<file path="src/common/scp_map.vh">
// Function
// RL1: Port B decoded at 0061 for read and write; write bits 6-4 reserved.
// RL2: Port B write with bit 7 set clears timer 0 interrupt latch.
// RL3: Port B read bit 7 returns parity check latch.
// RL4: Port B read bit 6 returns channel check latch.
// RL5: Port B read bit 5 returns live timer 2 output level.
// RL6: Port B read bit 4 toggles on every memory refresh request.
// RL7: Port B bit 3 active-low channel check enable, power-on 1, read back.
// RL8: Port B bit 2 active-low parity check enable, power-on 1, read back.
// RL9: Port B bit 1 speaker data enable, power-on 0, read back.
// RL10: Port B bit 0 drives timer 2 gate, read back.
// RL11: Port 0070 bit 7 masks NMI when 1, write-only, power-on 1.
// RL12: Port 0070 bits 5-0 index config RAM; data moves through port 0071.
// RL13: Port 0092 bits 7,6 read/write; disk light on if either set.
// RL14: Port 0092 bit 4 read-only watchdog timeout status.
// RL15: Port 0092 bit 3 locks password area; cleared only by power-on.
// RL16: Port 0092 bit 1 drives high address gate; system reset clears it.
// RL17: Port 0092 bit 0 rising write pulses alternate reset 100-125 ns.
// RL18: Alternate reset at least 6.72 us after write; whole operation 13.4 us.
// RL19: Port 0092 bit 0 stays 1 until system reset or write of 0.
// RL20: Startup firmware reads bit 0: 0 cold boot, 1 protected-mode return.
// RL21: Error latches capture only while enabled, held clear while disabled.
`ifndef SCP_MAP_VH
`define SCP_MAP_VH

// ----------------------------------------
// Port addresses
// ----------------------------------------
`define SCP_ADDR_PORT_B     16'h0061
`define SCP_ADDR_INDEX      16'h0070
`define SCP_ADDR_DATA       16'h0071
`define SCP_ADDR_PORT_A     16'h0092

// ----------------------------------------
// Field positions
// ----------------------------------------
`define SCP_B_TMR0_CLR      7
`define SCP_B_PAR_LATCH     7
`define SCP_B_CHN_LATCH     6
`define SCP_B_TMR2_OUT      5
`define SCP_B_REFRESH       4
`define SCP_B_CHN_EN_N      3
`define SCP_B_PAR_EN_N      2
`define SCP_B_SPK_EN        1
`define SCP_B_TMR2_GATE     0
`define SCP_IDX_NMI_MASK    7
`define SCP_A_LIGHT_A       7
`define SCP_A_LIGHT_B       6
`define SCP_A_WDT           4
`define SCP_A_LOCK          3
`define SCP_A_GATE          1
`define SCP_A_HOT_RST       0

// ----------------------------------------
// Reset values
// ----------------------------------------
`define SCP_RST_B_CTRL      4'hc
`define SCP_RST_NMI_MASK    1'h1
`define SCP_RST_INDEX       6'h00

// ----------------------------------------
// Timing at 40 MHz
// ----------------------------------------
`define SCP_CLK_MHZ         40
`define SCP_PULSE_NS        100
`define SCP_DELAY_NS        6720
`define SCP_TOTAL_NS        13400
`define SCP_PULSE_CYC       ((`SCP_PULSE_NS * `SCP_CLK_MHZ + 999) / 1000)
`define SCP_DELAY_CYC       ((`SCP_DELAY_NS * `SCP_CLK_MHZ + 999) / 1000)
`define SCP_TOTAL_CYC       ((`SCP_TOTAL_NS * `SCP_CLK_MHZ) / 1000)

`endif

</file>
<file path="src/rtl/scp_err_latch.v">
`timescale 1ns/100ps
`include "scp_map.vh"

module scp_err_latch #(
  parameter N = 2
) (
  // Clock and reset
  input  wire         sys_clk,
  input  wire         clr,
  // Error sources
  input  wire [N-1:0] err_in,
  input  wire [N-1:0] enable_n,
  // Latched state
  output wire [N-1:0] latch
);

  reg [N-1:0] latch_reg;

  genvar i;
  generate
    for (i = 0; i < N; i = i + 1) begin : g_lat
      always @(posedge sys_clk) begin
        if (clr) begin
          latch_reg[i] <= 1'b0;
        end else if (enable_n[i]) begin
          latch_reg[i] <= 1'b0; // RL21
        end else if (err_in[i]) begin
          latch_reg[i] <= 1'b1; // RL21
        end
      end
    end
  endgenerate

  assign latch = latch_reg;

endmodule

</file>
<file path="src/rtl/scp_hot_reset.v">
`timescale 1ns/100ps
`include "scp_map.vh"

module scp_hot_reset #(
  parameter DELAY_CYC = `SCP_DELAY_CYC,
  parameter PULSE_CYC = `SCP_PULSE_CYC,
  parameter TOTAL_CYC = `SCP_TOTAL_CYC
) (
  // Clock and reset
  input  wire sys_clk,
  input  wire clr,
  // Control
  input  wire start,
  // Status
  output reg  busy_reg,
  output reg  pulse_reg
);

  localparam [2:0] ST_IDLE  = 3'b001;
  localparam [2:0] ST_WAIT  = 3'b010;
  localparam [2:0] ST_PULSE = 3'b100;

  reg [2:0]  state_reg;
  reg [10:0] cnt_reg;

  // Counter runs from the write for the whole operation so the pulse lands
  // at a fixed offset and the busy window covers the full sequence.
  always @(posedge sys_clk) begin
    if (clr) begin
      state_reg <= ST_IDLE;
      cnt_reg   <= 11'h000;
      busy_reg  <= 1'b0;
      pulse_reg <= 1'b0;
    end else begin
      case (state_reg)
        ST_IDLE: begin
          cnt_reg <= 11'h000;
          if (start) begin
            state_reg <= ST_WAIT;
            busy_reg  <= 1'b1;
          end
        end
        ST_WAIT: begin
          cnt_reg <= cnt_reg + 11'h001;
          if (cnt_reg == DELAY_CYC[10:0] - 11'h002) begin
            state_reg <= ST_PULSE; // RL18
            pulse_reg <= 1'b1;     // RL17
          end
        end
        ST_PULSE: begin
          cnt_reg <= cnt_reg + 11'h001;
          if (cnt_reg == DELAY_CYC[10:0] + PULSE_CYC[10:0] - 11'h002) begin
            pulse_reg <= 1'b0; // RL17
          end
          if (cnt_reg == TOTAL_CYC[10:0] - 11'h002) begin
            state_reg <= ST_IDLE; // RL18
            busy_reg  <= 1'b0;
          end
        end
        default: begin
          state_reg <= ST_IDLE;
          busy_reg  <= 1'b0;
          pulse_reg <= 1'b0;
        end
      endcase
    end
  end

endmodule

</file>
<file path="src/rtl/scp_top.v">
`timescale 1ns/100ps
`include "scp_map.vh"

module scp_top #(
  parameter DELAY_CYC = `SCP_DELAY_CYC,
  parameter PULSE_CYC = `SCP_PULSE_CYC,
  parameter TOTAL_CYC = `SCP_TOTAL_CYC
) (
  // Clock and resets
  input  wire        sys_clk,
  input  wire        rst_n,
  input  wire        por_n,

  // Processor I/O access
  input  wire [15:0] io_addr,
  input  wire        io_wr,
  input  wire        io_rd,
  input  wire [7:0]  io_wdata,
  output reg  [7:0]  io_rdata,
  output reg         io_rvalid,

  // Config RAM side
  output reg  [5:0]  cfg_ram_index,
  output reg         cfg_ram_wr,
  output reg         cfg_ram_rd,
  output reg  [7:0]  cfg_ram_wdata,
  input  wire [7:0]  cfg_ram_rdata,
  output reg         cfg_ram_lock,

  // Timer and speaker
  output reg         tmr0_clr,
  input  wire        tmr2_out,
  output reg         tmr2_gate,
  output reg         spk_data_en,
  input  wire        refresh_req,

  // Error checks and NMI
  input  wire        parity_err,
  input  wire        channel_err,
  output reg         nmi_mask,
  output reg         nmi_req,

  // System status
  input  wire        wdt_timeout,
  output reg         disk_light,
  output reg         high_address_line_gate,
  output reg         alt_cpu_reset,
  output reg         alt_reset_busy
);

  // ----------------------------------------
  // Decode
  // ----------------------------------------
  wire sys_clr;
  wire por_clr;
  wire hit_b;
  wire hit_idx;
  wire hit_dat;
  wire hit_a;
  wire wr_b;
  wire wr_idx;
  wire wr_a;
  wire wr_dat;
  wire rd_dat;

  assign por_clr = ~por_n;
  // Power-on reset is a superset of system reset
  assign sys_clr = ~rst_n | ~por_n;

  assign hit_b   = (io_addr == `SCP_ADDR_PORT_B); // RL1
  assign hit_idx = (io_addr == `SCP_ADDR_INDEX);
  assign hit_dat = (io_addr == `SCP_ADDR_DATA);
  assign hit_a   = (io_addr == `SCP_ADDR_PORT_A);
  assign wr_b    = io_wr & hit_b;
  assign wr_idx  = io_wr & hit_idx;
  assign wr_a    = io_wr & hit_a;
  assign wr_dat  = io_wr & hit_dat;
  assign rd_dat  = io_rd & hit_dat;

  // ----------------------------------------
  // Port B control bits
  // ----------------------------------------
  localparam [3:0] B_CTRL_RST = `SCP_RST_B_CTRL;

  reg chn_en_n_reg;
  reg par_en_n_reg;
  reg refresh_tgl_reg;
  reg tmr2_out_reg;

  // Both check enables come up disabled so no stale error raises an NMI
  always @(posedge sys_clk) begin
    if (sys_clr) begin
      chn_en_n_reg <= B_CTRL_RST[`SCP_B_CHN_EN_N];
      par_en_n_reg <= B_CTRL_RST[`SCP_B_PAR_EN_N];
    end else if (wr_b) begin
      chn_en_n_reg <= io_wdata[`SCP_B_CHN_EN_N]; // RL7
      par_en_n_reg <= io_wdata[`SCP_B_PAR_EN_N]; // RL8
    end
  end

  // Bits 6-4 of a write are reserved and dropped
  always @(posedge sys_clk) begin
    if (sys_clr) begin
      spk_data_en <= 1'b0;
      tmr2_gate   <= 1'b0;
    end else if (wr_b) begin
      spk_data_en <= io_wdata[`SCP_B_SPK_EN];    // RL9
      tmr2_gate   <= io_wdata[`SCP_B_TMR2_GATE]; // RL10
    end
  end

  // Clear strobe toward the timer 0 interrupt latch
  always @(posedge sys_clk) begin
    if (sys_clr) begin
      tmr0_clr <= 1'b0;
    end else begin
      tmr0_clr <= wr_b & io_wdata[`SCP_B_TMR0_CLR]; // RL2
    end
  end

  // Refresh toggle and timer 2 output sample
  always @(posedge sys_clk) begin
    if (sys_clr) begin
      refresh_tgl_reg <= 1'b0;
      tmr2_out_reg    <= 1'b0;
    end else begin
      tmr2_out_reg <= tmr2_out; // RL5
      if (refresh_req) begin
        refresh_tgl_reg <= ~refresh_tgl_reg; // RL6
      end
    end
  end

  // ----------------------------------------
  // Parity and channel check latches
  // ----------------------------------------
  wire [1:0] err_latch;

  scp_err_latch #(
    .N (2)
  ) u_err (
    .sys_clk  (sys_clk),
    .clr      (sys_clr),
    .err_in   ({channel_err, parity_err}),
    .enable_n ({chn_en_n_reg, par_en_n_reg}),
    .latch    (err_latch)
  );

  // ----------------------------------------
  // Index and NMI mask
  // ----------------------------------------
  always @(posedge sys_clk) begin
    if (sys_clr) begin
      nmi_mask      <= `SCP_RST_NMI_MASK;
      cfg_ram_index <= `SCP_RST_INDEX;
    end else if (wr_idx) begin
      nmi_mask      <= io_wdata[`SCP_IDX_NMI_MASK]; // RL11
      cfg_ram_index <= io_wdata[5:0];               // RL12
    end
  end

  // Masked NMI; a latch that is set while masked fires once unmasked
  always @(posedge sys_clk) begin
    if (sys_clr) begin
      nmi_req <= 1'b0;
    end else begin
      nmi_req <= (|err_latch) & ~nmi_mask; // RL11
    end
  end

  // Data port strobes carry the held index to the config RAM
  always @(posedge sys_clk) begin
    if (sys_clr) begin
      cfg_ram_wr    <= 1'b0;
      cfg_ram_rd    <= 1'b0;
      cfg_ram_wdata <= 8'h00;
    end else begin
      cfg_ram_wr <= wr_dat; // RL12
      cfg_ram_rd <= rd_dat; // RL12
      if (wr_dat) begin
        cfg_ram_wdata <= io_wdata;
      end
    end
  end

  // ----------------------------------------
  // Port A
  // ----------------------------------------
  reg  light_a_reg;
  reg  light_b_reg;
  reg  hot_bit_reg;
  reg  wdt_reg;
  wire hot_rise;
  wire hot_start;
  wire seq_busy;
  wire seq_pulse;

  always @(posedge sys_clk) begin
    if (sys_clr) begin
      light_a_reg <= 1'b0;
      light_b_reg <= 1'b0;
    end else if (wr_a) begin
      light_a_reg <= io_wdata[`SCP_A_LIGHT_A]; // RL13
      light_b_reg <= io_wdata[`SCP_A_LIGHT_B]; // RL13
    end
  end

  always @(posedge sys_clk) begin
    if (sys_clr) begin
      high_address_line_gate <= 1'b0;
    end else if (wr_a) begin
      high_address_line_gate <= io_wdata[`SCP_A_GATE]; // RL16
    end
  end

  // Stored bit tells startup code a warm return from a cold start
  always @(posedge sys_clk) begin
    if (sys_clr) begin
      hot_bit_reg <= 1'b0;
    end else if (wr_a) begin
      hot_bit_reg <= io_wdata[`SCP_A_HOT_RST]; // RL19
    end
  end

  // Lock survives system reset; only power-on clears it, and a write of 0
  // cannot undo it, so software cannot reopen the password bytes.
  always @(posedge sys_clk) begin
    if (por_clr) begin
      cfg_ram_lock <= 1'b0;
    end else if (wr_a & io_wdata[`SCP_A_LOCK]) begin
      cfg_ram_lock <= 1'b1; // RL15
    end
  end

  always @(posedge sys_clk) begin
    if (sys_clr) begin
      wdt_reg <= 1'b0;
    end else begin
      wdt_reg <= wdt_timeout; // RL14
    end
  end

  always @(posedge sys_clk) begin
    if (sys_clr) begin
      disk_light <= 1'b0;
    end else begin
      disk_light <= light_a_reg | light_b_reg; // RL13
    end
  end

  // ----------------------------------------
  // Alternate processor reset
  // ----------------------------------------
  // Only a 0 to 1 change of the stored bit starts the sequence; a retrigger
  // inside the running window is ignored so the pulse is never stretched.
  assign hot_rise  = wr_a & io_wdata[`SCP_A_HOT_RST] & ~hot_bit_reg; // RL17
  assign hot_start = hot_rise & ~seq_busy;

  scp_hot_reset #(
    .DELAY_CYC (DELAY_CYC),
    .PULSE_CYC (PULSE_CYC),
    .TOTAL_CYC (TOTAL_CYC)
  ) u_hot (
    .sys_clk   (sys_clk),
    .clr       (sys_clr),
    .start     (hot_start),
    .busy_reg  (seq_busy),
    .pulse_reg (seq_pulse)
  );

  always @(posedge sys_clk) begin
    if (sys_clr) begin
      alt_cpu_reset  <= 1'b0;
      alt_reset_busy <= 1'b0;
    end else begin
      alt_cpu_reset  <= seq_pulse; // RL17
      alt_reset_busy <= seq_busy;  // RL18
    end
  end

  // ----------------------------------------
  // Read path
  // ----------------------------------------
  wire [7:0] port_b_view;
  wire [7:0] port_a_view;
  wire [2:0] rd_sel;
  reg  [7:0] rd_mux;

  // Read layouts differ from write layouts; reserved read bits are 0
  assign port_b_view[`SCP_B_PAR_LATCH] = err_latch[0];    // RL3
  assign port_b_view[`SCP_B_CHN_LATCH] = err_latch[1];    // RL4
  assign port_b_view[`SCP_B_TMR2_OUT]  = tmr2_out_reg;    // RL5
  assign port_b_view[`SCP_B_REFRESH]   = refresh_tgl_reg; // RL6
  assign port_b_view[`SCP_B_CHN_EN_N]  = chn_en_n_reg;    // RL7
  assign port_b_view[`SCP_B_PAR_EN_N]  = par_en_n_reg;    // RL8
  assign port_b_view[`SCP_B_SPK_EN]    = spk_data_en;     // RL9
  assign port_b_view[`SCP_B_TMR2_GATE] = tmr2_gate;       // RL10

  assign port_a_view[`SCP_A_LIGHT_A] = light_a_reg;            // RL13
  assign port_a_view[`SCP_A_LIGHT_B] = light_b_reg;            // RL13
  assign port_a_view[5]              = 1'b0;
  assign port_a_view[`SCP_A_WDT]     = wdt_reg;                // RL14
  assign port_a_view[`SCP_A_LOCK]    = cfg_ram_lock;           // RL15
  assign port_a_view[2]              = 1'b0;
  assign port_a_view[`SCP_A_GATE]    = high_address_line_gate; // RL16
  assign port_a_view[`SCP_A_HOT_RST] = hot_bit_reg;            // RL19 RL20

  assign rd_sel = {hit_a, hit_dat, hit_b};

  // Hits are exclusive, so any other pattern is an unmapped read
  always @* begin
    case (rd_sel)
      3'b001: begin
        rd_mux = port_b_view;
      end
      3'b010: begin
        rd_mux = cfg_ram_rdata;
      end
      3'b100: begin
        rd_mux = port_a_view;
      end
      default: begin
        rd_mux = 8'h00;
      end
    endcase
  end

  // Index port is write-only and reads back zero
  always @(posedge sys_clk) begin
    if (sys_clr) begin
      io_rdata  <= 8'h00;
      io_rvalid <= 1'b0;
    end else begin
      io_rvalid <= io_rd;
      if (io_rd) begin
        io_rdata <= rd_mux;
      end
    end
  end

endmodule

</file>
<file path="config.mk">
export PLATFORM = sky130hd
export DESIGN_NAME = scp_top
export DESIGN_NICKNAME = d
export VERILOG_FILES = /design/src/rtl/scp_err_latch.v /design/src/rtl/scp_hot_reset.v /design/src/rtl/scp_top.v
export VERILOG_INCLUDE_DIRS = /design/src /design/src/common
export SDC_FILE = /design/constraint.sdc
export NUM_CORES = 1
export LEC_CHECK = 0
export BUFFER_PORTS_ARGS = -buffer_cell sky130_fd_sc_hd__buf_2
export CORE_MARGIN = 1
export CORE_UTILIZATION = 48
export CTS_BUF_LIST = sky130_fd_sc_hd__clkbuf_4 sky130_fd_sc_hd__clkbuf_8
export DETAILED_ROUTE_END_ITERATION = 8
export PLACE_DENSITY = 0.84
export SYNTH_ARGS = -nofsm -noshare
export SYNTH_HDL_FRONTEND = slang
export SYNTH_SLANG_ARGS = --single-unit
</file>
<file path="constraint.sdc">
create_clock -name sys_clk -period 1.5 [get_ports sys_clk]
set_input_delay 0.075 -clock sys_clk [delete_from_list [all_inputs] [get_ports sys_clk]]
set_output_delay 0.075 -clock sys_clk [all_outputs]
set_load 0.01 [all_outputs]
</file>
=== Yosys cells after proc, flatten, opt, wreduce, memory -nomap -nowiden ===
Index checks and enable logic that the tools add are counted.

* Bits in registers: 61
* Bits in latches: 0
* Bits in writable memories: 0
* ROM bits: 0
* Input bits: 42
* Output and inout port bits: 35
* Word-level logic and storage cells: 89
* Memories: 0

* $add $sub $neg: 1
* Multiply operators: 0
* Div/mod/pow operators: 0
* $lt $le $gt $ge: 0
* Equal/unequal tests: 17
* Shift-type cells: 0
* Multiplexer cells: 12
* Bitwise gates (word level): 21
* Reduce and logical (&&, ||, !) cells: 8

{| class="wikitable"
|+ Operators by type and width
! cell !! number
|-
| 16-bit by 7-bit equality test with 1-bit output (second input constant) || 3
|-
| 8-bit case mux with 3 select lines || 1
|-
| 11-bit by 9-bit equality test with 1-bit output (second input constant) || 2
|-
| 11-bit case mux with 2 select lines || 1
|-
| 16-bit by 8-bit equality test with 1-bit output (second input constant) || 1
|-
| 11-bit by 1-bit adder with 11-bit output (second input constant) || 1
|-
| 1-bit bitwise AND || 11
|-
| 11-bit by 10-bit equality test with 1-bit output (second input constant) || 1
|-
| 3-bit 2-to-1 mux || 3
|-
| 3-bit case mux with 3 select lines || 1
|-
| 3-bit AND reduction || 3
|-
| 1-bit inverter || 8
|-
| 2-bit OR reduction || 4
|-
| 3-bit by 1-bit equality test with 1-bit output (second input constant) || 2
|-
| 3-bit by 2-bit equality test with 1-bit output (second input constant) || 2
|-
| 3-bit equality test (second input constant) || 2
|-
| 2-bit by 1-bit != test with 1-bit output (second input constant) || 3
|-
| 1-bit case mux with 3 select lines || 2
|-
| 1-bit 2-to-1 mux || 4
|-
| 2-bit != test (second input constant) || 1
|-
| 1-bit bitwise OR || 2
|-
| 2-bit nonzero test || 1
|}

=== Longest topological paths before layout ===
* Word-level depth: 7
* Gate-level depth with buffers: 7
* Depth with buffers taken out: 7

=== Cells and area by module ===
From an unflattened synthesis, not the netlist that was laid out.

* Cell total of the unflattened synthesis: 356
* Area, all modules: 3,011.6 µm²

{| class="wikitable"
|+ Modules (own cells, without submodules)
! module !! times used !! cells each !! area an instance (µm²) !! seq. area each (µm²)
|-
| scp_top || 1 || 202 || 1,809.2 || 860.8
|-
| scp_hot_reset || 1 || 148 || 1,134.8 || 320.3
|-
| scp_err_latch || 1 || 6 || 67.6 || 40.0
|}

=== Least setup slack after synthesis ===
OpenSTA, ideal clock, no wires.

* Path type: reg2reg
* Start point: reg u_hot.state_reg[2]
* End point: reg u_hot.state_reg[1]
* Library setup time: 0.134 ns
* Data arrival time: 1.382 ns
* Data required time: 1.366 ns
* Path slack: -0.016 ns
* Stages on the path, launching flop included: 7
* Path buffers: 1
* Period minus slack after synthesis: 1.516 ns
* Cell sequence: dfxtp_1 > buf_2 > or3b_2 > a31oi_1 > a21oi_1 > a31oi_1 > a211oi_1

* Cells in the longest elaborated chain, start to end: 3
* Elaborated cells between the ends (all ways): 8
* Classes of those cells: eq/ne (6); mux (1); reduce/logical (1)

{| class="wikitable"
|+ Ends and longest elaborated chain
! item !! RTL line !! source
|-
| start, declared || scp_hot_reset.v:23 || <nowiki>reg [2:0] state_reg;</nowiki>
|-
| start signal, assigned || scp_hot_reset.v:30 || <nowiki>state_reg <= ST_IDLE;</nowiki>
|-
| start signal, assigned || scp_hot_reset.v:39 || <nowiki>state_reg <= ST_WAIT;</nowiki>
|-
| start signal, assigned || scp_hot_reset.v:46 || <nowiki>state_reg <= ST_PULSE;</nowiki>
|-
| 3-bit equality test (tied with other cells) || scp_hot_reset.v:35 || <nowiki>case (state_reg)</nowiki>
|-
| 2-bit by 1-bit != test with 1-bit output (no line) or 2-bit != test (tied branches) || - ||
|-
| 3-bit AND reduction (no line) || - ||
|}

Parallel ways exist; a longest one is shown, timed or not.
A chain may end at the register's enable or synchronous reset.

=== Worst setup path in the final report ===
* Start point: reg u_hot.cnt_reg[0]
* End point: reg u_hot.cnt_reg[10]

* Cells in the longest elaborated chain, start to end: 2

{| class="wikitable"
|+ Ends and longest elaborated chain
! item !! RTL line !! source
|-
| start, declared || scp_hot_reset.v:24 || <nowiki>reg [10:0] cnt_reg;</nowiki>
|-
| start signal, assigned || scp_hot_reset.v:44 || <nowiki>cnt_reg <= cnt_reg + 11'h001;</nowiki>
|-
| start signal, assigned || scp_hot_reset.v:51 || <nowiki>cnt_reg <= cnt_reg + 11'h001;</nowiki>
|-
| 11-bit by 1-bit adder with 11-bit output || scp_hot_reset.v:44, scp_hot_reset.v:51 ||
|-
| 11-bit case mux with 2 select lines || scp_hot_reset.v:35 ||
|}

Every way passes these cells.

==> metrics.cfg <==
[outcome]
outcome = finished, violations left
violations = negative setup slack

[min_path]
hold_class = in2reg

[power]
power_density_nw_per_um2 = 919
p_switching_uw = 728
p_leak_nw = 1.58
finalPower_mw = 3.43
ir_drop_mv = 0.644
pwr-share-seq_pct = 47.5
p_sw_share_pct = 21.2
p_comb_share_pct = 5.7
intPower_mw = 2.70
pwr-share-clk_pct = 46.9

[die]
rows = 26
die_height_microns = 76.3
die_area_sq_um = 5820
io_pins = 77
start_util_pct = 50.9
core_sq_um = 5200
fp.dieW_microns = 76.3

[sta]
setup_slack_ps = -50.9
relSlewSlack_pct = 70.8
period_minus_slack_ps = 1550
setup_viol = 4
rsz0062_at_grt = yes
hold_viol = 0
fmax_ghz = 0.645
finClkSkew_ps = 5.31
tightest_slew_ps = 438
drv_slew = 0
layout_worst_path_cycle_share_pct = 103

[cts]
cts_buffers = 9
clock-root-buffer = clkbuf_8
cts.clk_slew.worst_paths_ps = 70
htreeDepth = 3
cts.path.max_buffers = 2
clk_latency_ps = 330
cts_tree = built
cts_sinks = 61

[logic_synthesis]
yosysTopAreaCell = dfxtp_1
synthAdderAreaFrac_pct = 0.945
synth.yosys.seq_area_share_pct = 46.1
mappedNetlistArea_sq_um = 2650
ys.warnings.count = 0
synth_nets = 327
syn_avg_cell_area_sq_um = 9.36
ys_ff_latch = 61
synth_top_family_by_area = simple AND/OR/NAND/NOR gates
synth_compound_area_share_pct = 11.1
synth_cell_types = 45
netlist_instances = 283
muxShareOfSynthArea_pct = 11.4
synth_edf_count = 0
async_flop_share_pct = 0
synth_top_area_share_pct = 46.1
synthFlopType = dfxtp_1
synth_xor_area_share_pct = 1.98
synth-simple-area-share_pct = 26.2
synth_area_leaders = dfxtp_1 46%, mux2i_1 7.2%, nor2_1 4.5%, nand2_1 4.4%, mux2_2 4.3%

[critical_path]
end_kind = register
cp_max_fo = 5
required_ps = 1770
start_kind = register
worstPathArrival_ps = 1820
worstSetupPathType = reg2reg

[grt]
antenna_found_initial = 0
grt_pass1_wl_microns = 11600
grt_usage_pct = 25.0
globalRoute.totalOverflow = 0
grt_pass1_vias = 2528
grt_max_degree = 26

[routing]
drc_errors = 0
drt_iter0_drc = 147
vias_per_cell = 5.46
post_drt_wl_per_cell_microns = 15.4
wirelength_microns = 7260
first_pass_iters = 4
ant_nets = 0
dr_total_vias = 2582

[layout]
mostFrequentLayoutCells = 76 x buf_2, 57 x dfxtp_1, 35 x buf_4, 31 x nor2_1, 29 x nand2_1
drive_above_1_share_pct = 42.7
n_antenna_cell = 0
final_common_cell = buf_2
fin_nets = 443
fin_cells = 473
synthToLayoutAreaGrowth_pct = 41.0
largest_reg_flops = 11
fin_area_sq_um = 3730

[place]
numPortBuffers = 76
dp_cells = 452
hpwlAfterDp_microns = 5000
gp_congestion = 0.903
placed_area_sq_um = 3330

[job]
drv_cap = 0

## final cells by class
class,count,area [sq um]
sequential,61,1230
clock buffer,11,145
clock inverter,4,72.6
tap,70,87.6
multi-input combinational,209,1480
fill,411,1470
inverter,2,10.0
timing repair buffer,116,703
## stage by stage
| stage | setup WS, ps | TNS [ps] | utilization, % | hold WS, ps |
|---|---|---|---|---|
| floorplan | -9.53 | -10.3 | - | 200 |
| global placement | -113 | -2050 | 64.0 | 317 |
| detailed placement | -184 | -3690 | 64.0 | 317 |
| CTS | -29.5 | -90.5 | 70.3 | 1.74 |
| global route | -139 | -788 | 71.7 | 12.4 |
| finish | -50.9 | -131 | 71.7 | 4.07 |
## cell families (layout without fill, tap and decap cells)
| family | count (synthesis) | in the layout |
|---|---|---|
| buffers and inverters | 13 | 133 |
| AOI/OAI and AO/OA | 49 | 49 |
| adders and majority gates | 2 | 2 |
| DFF | 61 | 61 |
| and+or+nand+nor | 123 | 123 |
| muxes | 29 | 29 |
| xor gates and xnor gates | 6 | 6 |
## cell usage after synthesis, types with 2 or more instances
cell and number:
and3_1 9, clkbuf_1 6, nor4bb_1 3, mux2_2 10
and2_1 4, xor2_1 2, nor2_1 32, inv_1 2
nor4_4 3, mux2i_1 19, nand4_1 3, a31oi_1 4
nand3_1 7, a211oi_1 3, a22oi_1 6, nor4_1 5
nor3b_1 3, nor3_1 6, a21oi_1 22, xnor2_1 4
nor2b_1 3, nand2b_1 2, or4_1 2, o21ai_0 7
dfxtp_1 61, ha_1 2, or2_2 4, nand2_1 31
buf_1 2
## timing repair
| item | 4_1_cts | 5_1_grt |
|---|---|---|
| gates cloned | 0 | 0 |
| pin swaps | 3 | 11 |
| endpoints found under the hold margin | 4 | 0 |
| setup endpoints to repair | 11 | 10 |
| hold buffers | 4 | 0 |
| gates resized for setup | 18 | 15 |
| setup buffers | 0 | 2 |
## metal layers
| metal | track usage [%] | vias to the layer above | share of wire (%) |
|---|---|---|---|
| met3 | 4.19 | 23 | 3.8 |
| met2 | 46.2 | 78 | 53 |
| met1 | 27.9 | 1237 | 41 |
| met5 | 0 | - | 0 |
| met4 | 11.3 | 0 | 2.7 |
| li1 | - | 1244 | - |
## path summary, 6_finish.rpt
check,endpoint,slack (ps),depth (start not counted),startpoint
hold reg to reg,u_hot.pulse_reg,470,1,u_hot.pulse_reg
setup reg to reg,u_hot.cnt_reg[10],-50,6,u_hot.cnt_reg[0]
hold / removal,cfg_ram_index[5],4,3,io_wdata[5]
setup / recovery,u_hot.cnt_reg[10],-50,6,u_hot.cnt_reg[0]
## power groups by stage
stage | Combinational, mW | Sequential, mW | Clock (mW)
after CTS | 0.191 | 1.63 | 1.62
after global placement | 0.177 | 1.67 | 0
after global routing | 0.210 | 1.63 | 1.70
final | 0.194 | 1.63 | 1.61
after detailed placement | 0.181 | 1.67 | 0
after floorplan | 0.0726 | 1.67 | 0
## worst max-delay path, cell delays in order, from the launching register on
cell,delay [ps]
dfxtp_4,390
ha_4,150
and3_4,190
and4b_2,290
nand4_1,110
mux2_2,280
nor2_1,80
(Power assumes the default switching activity.)
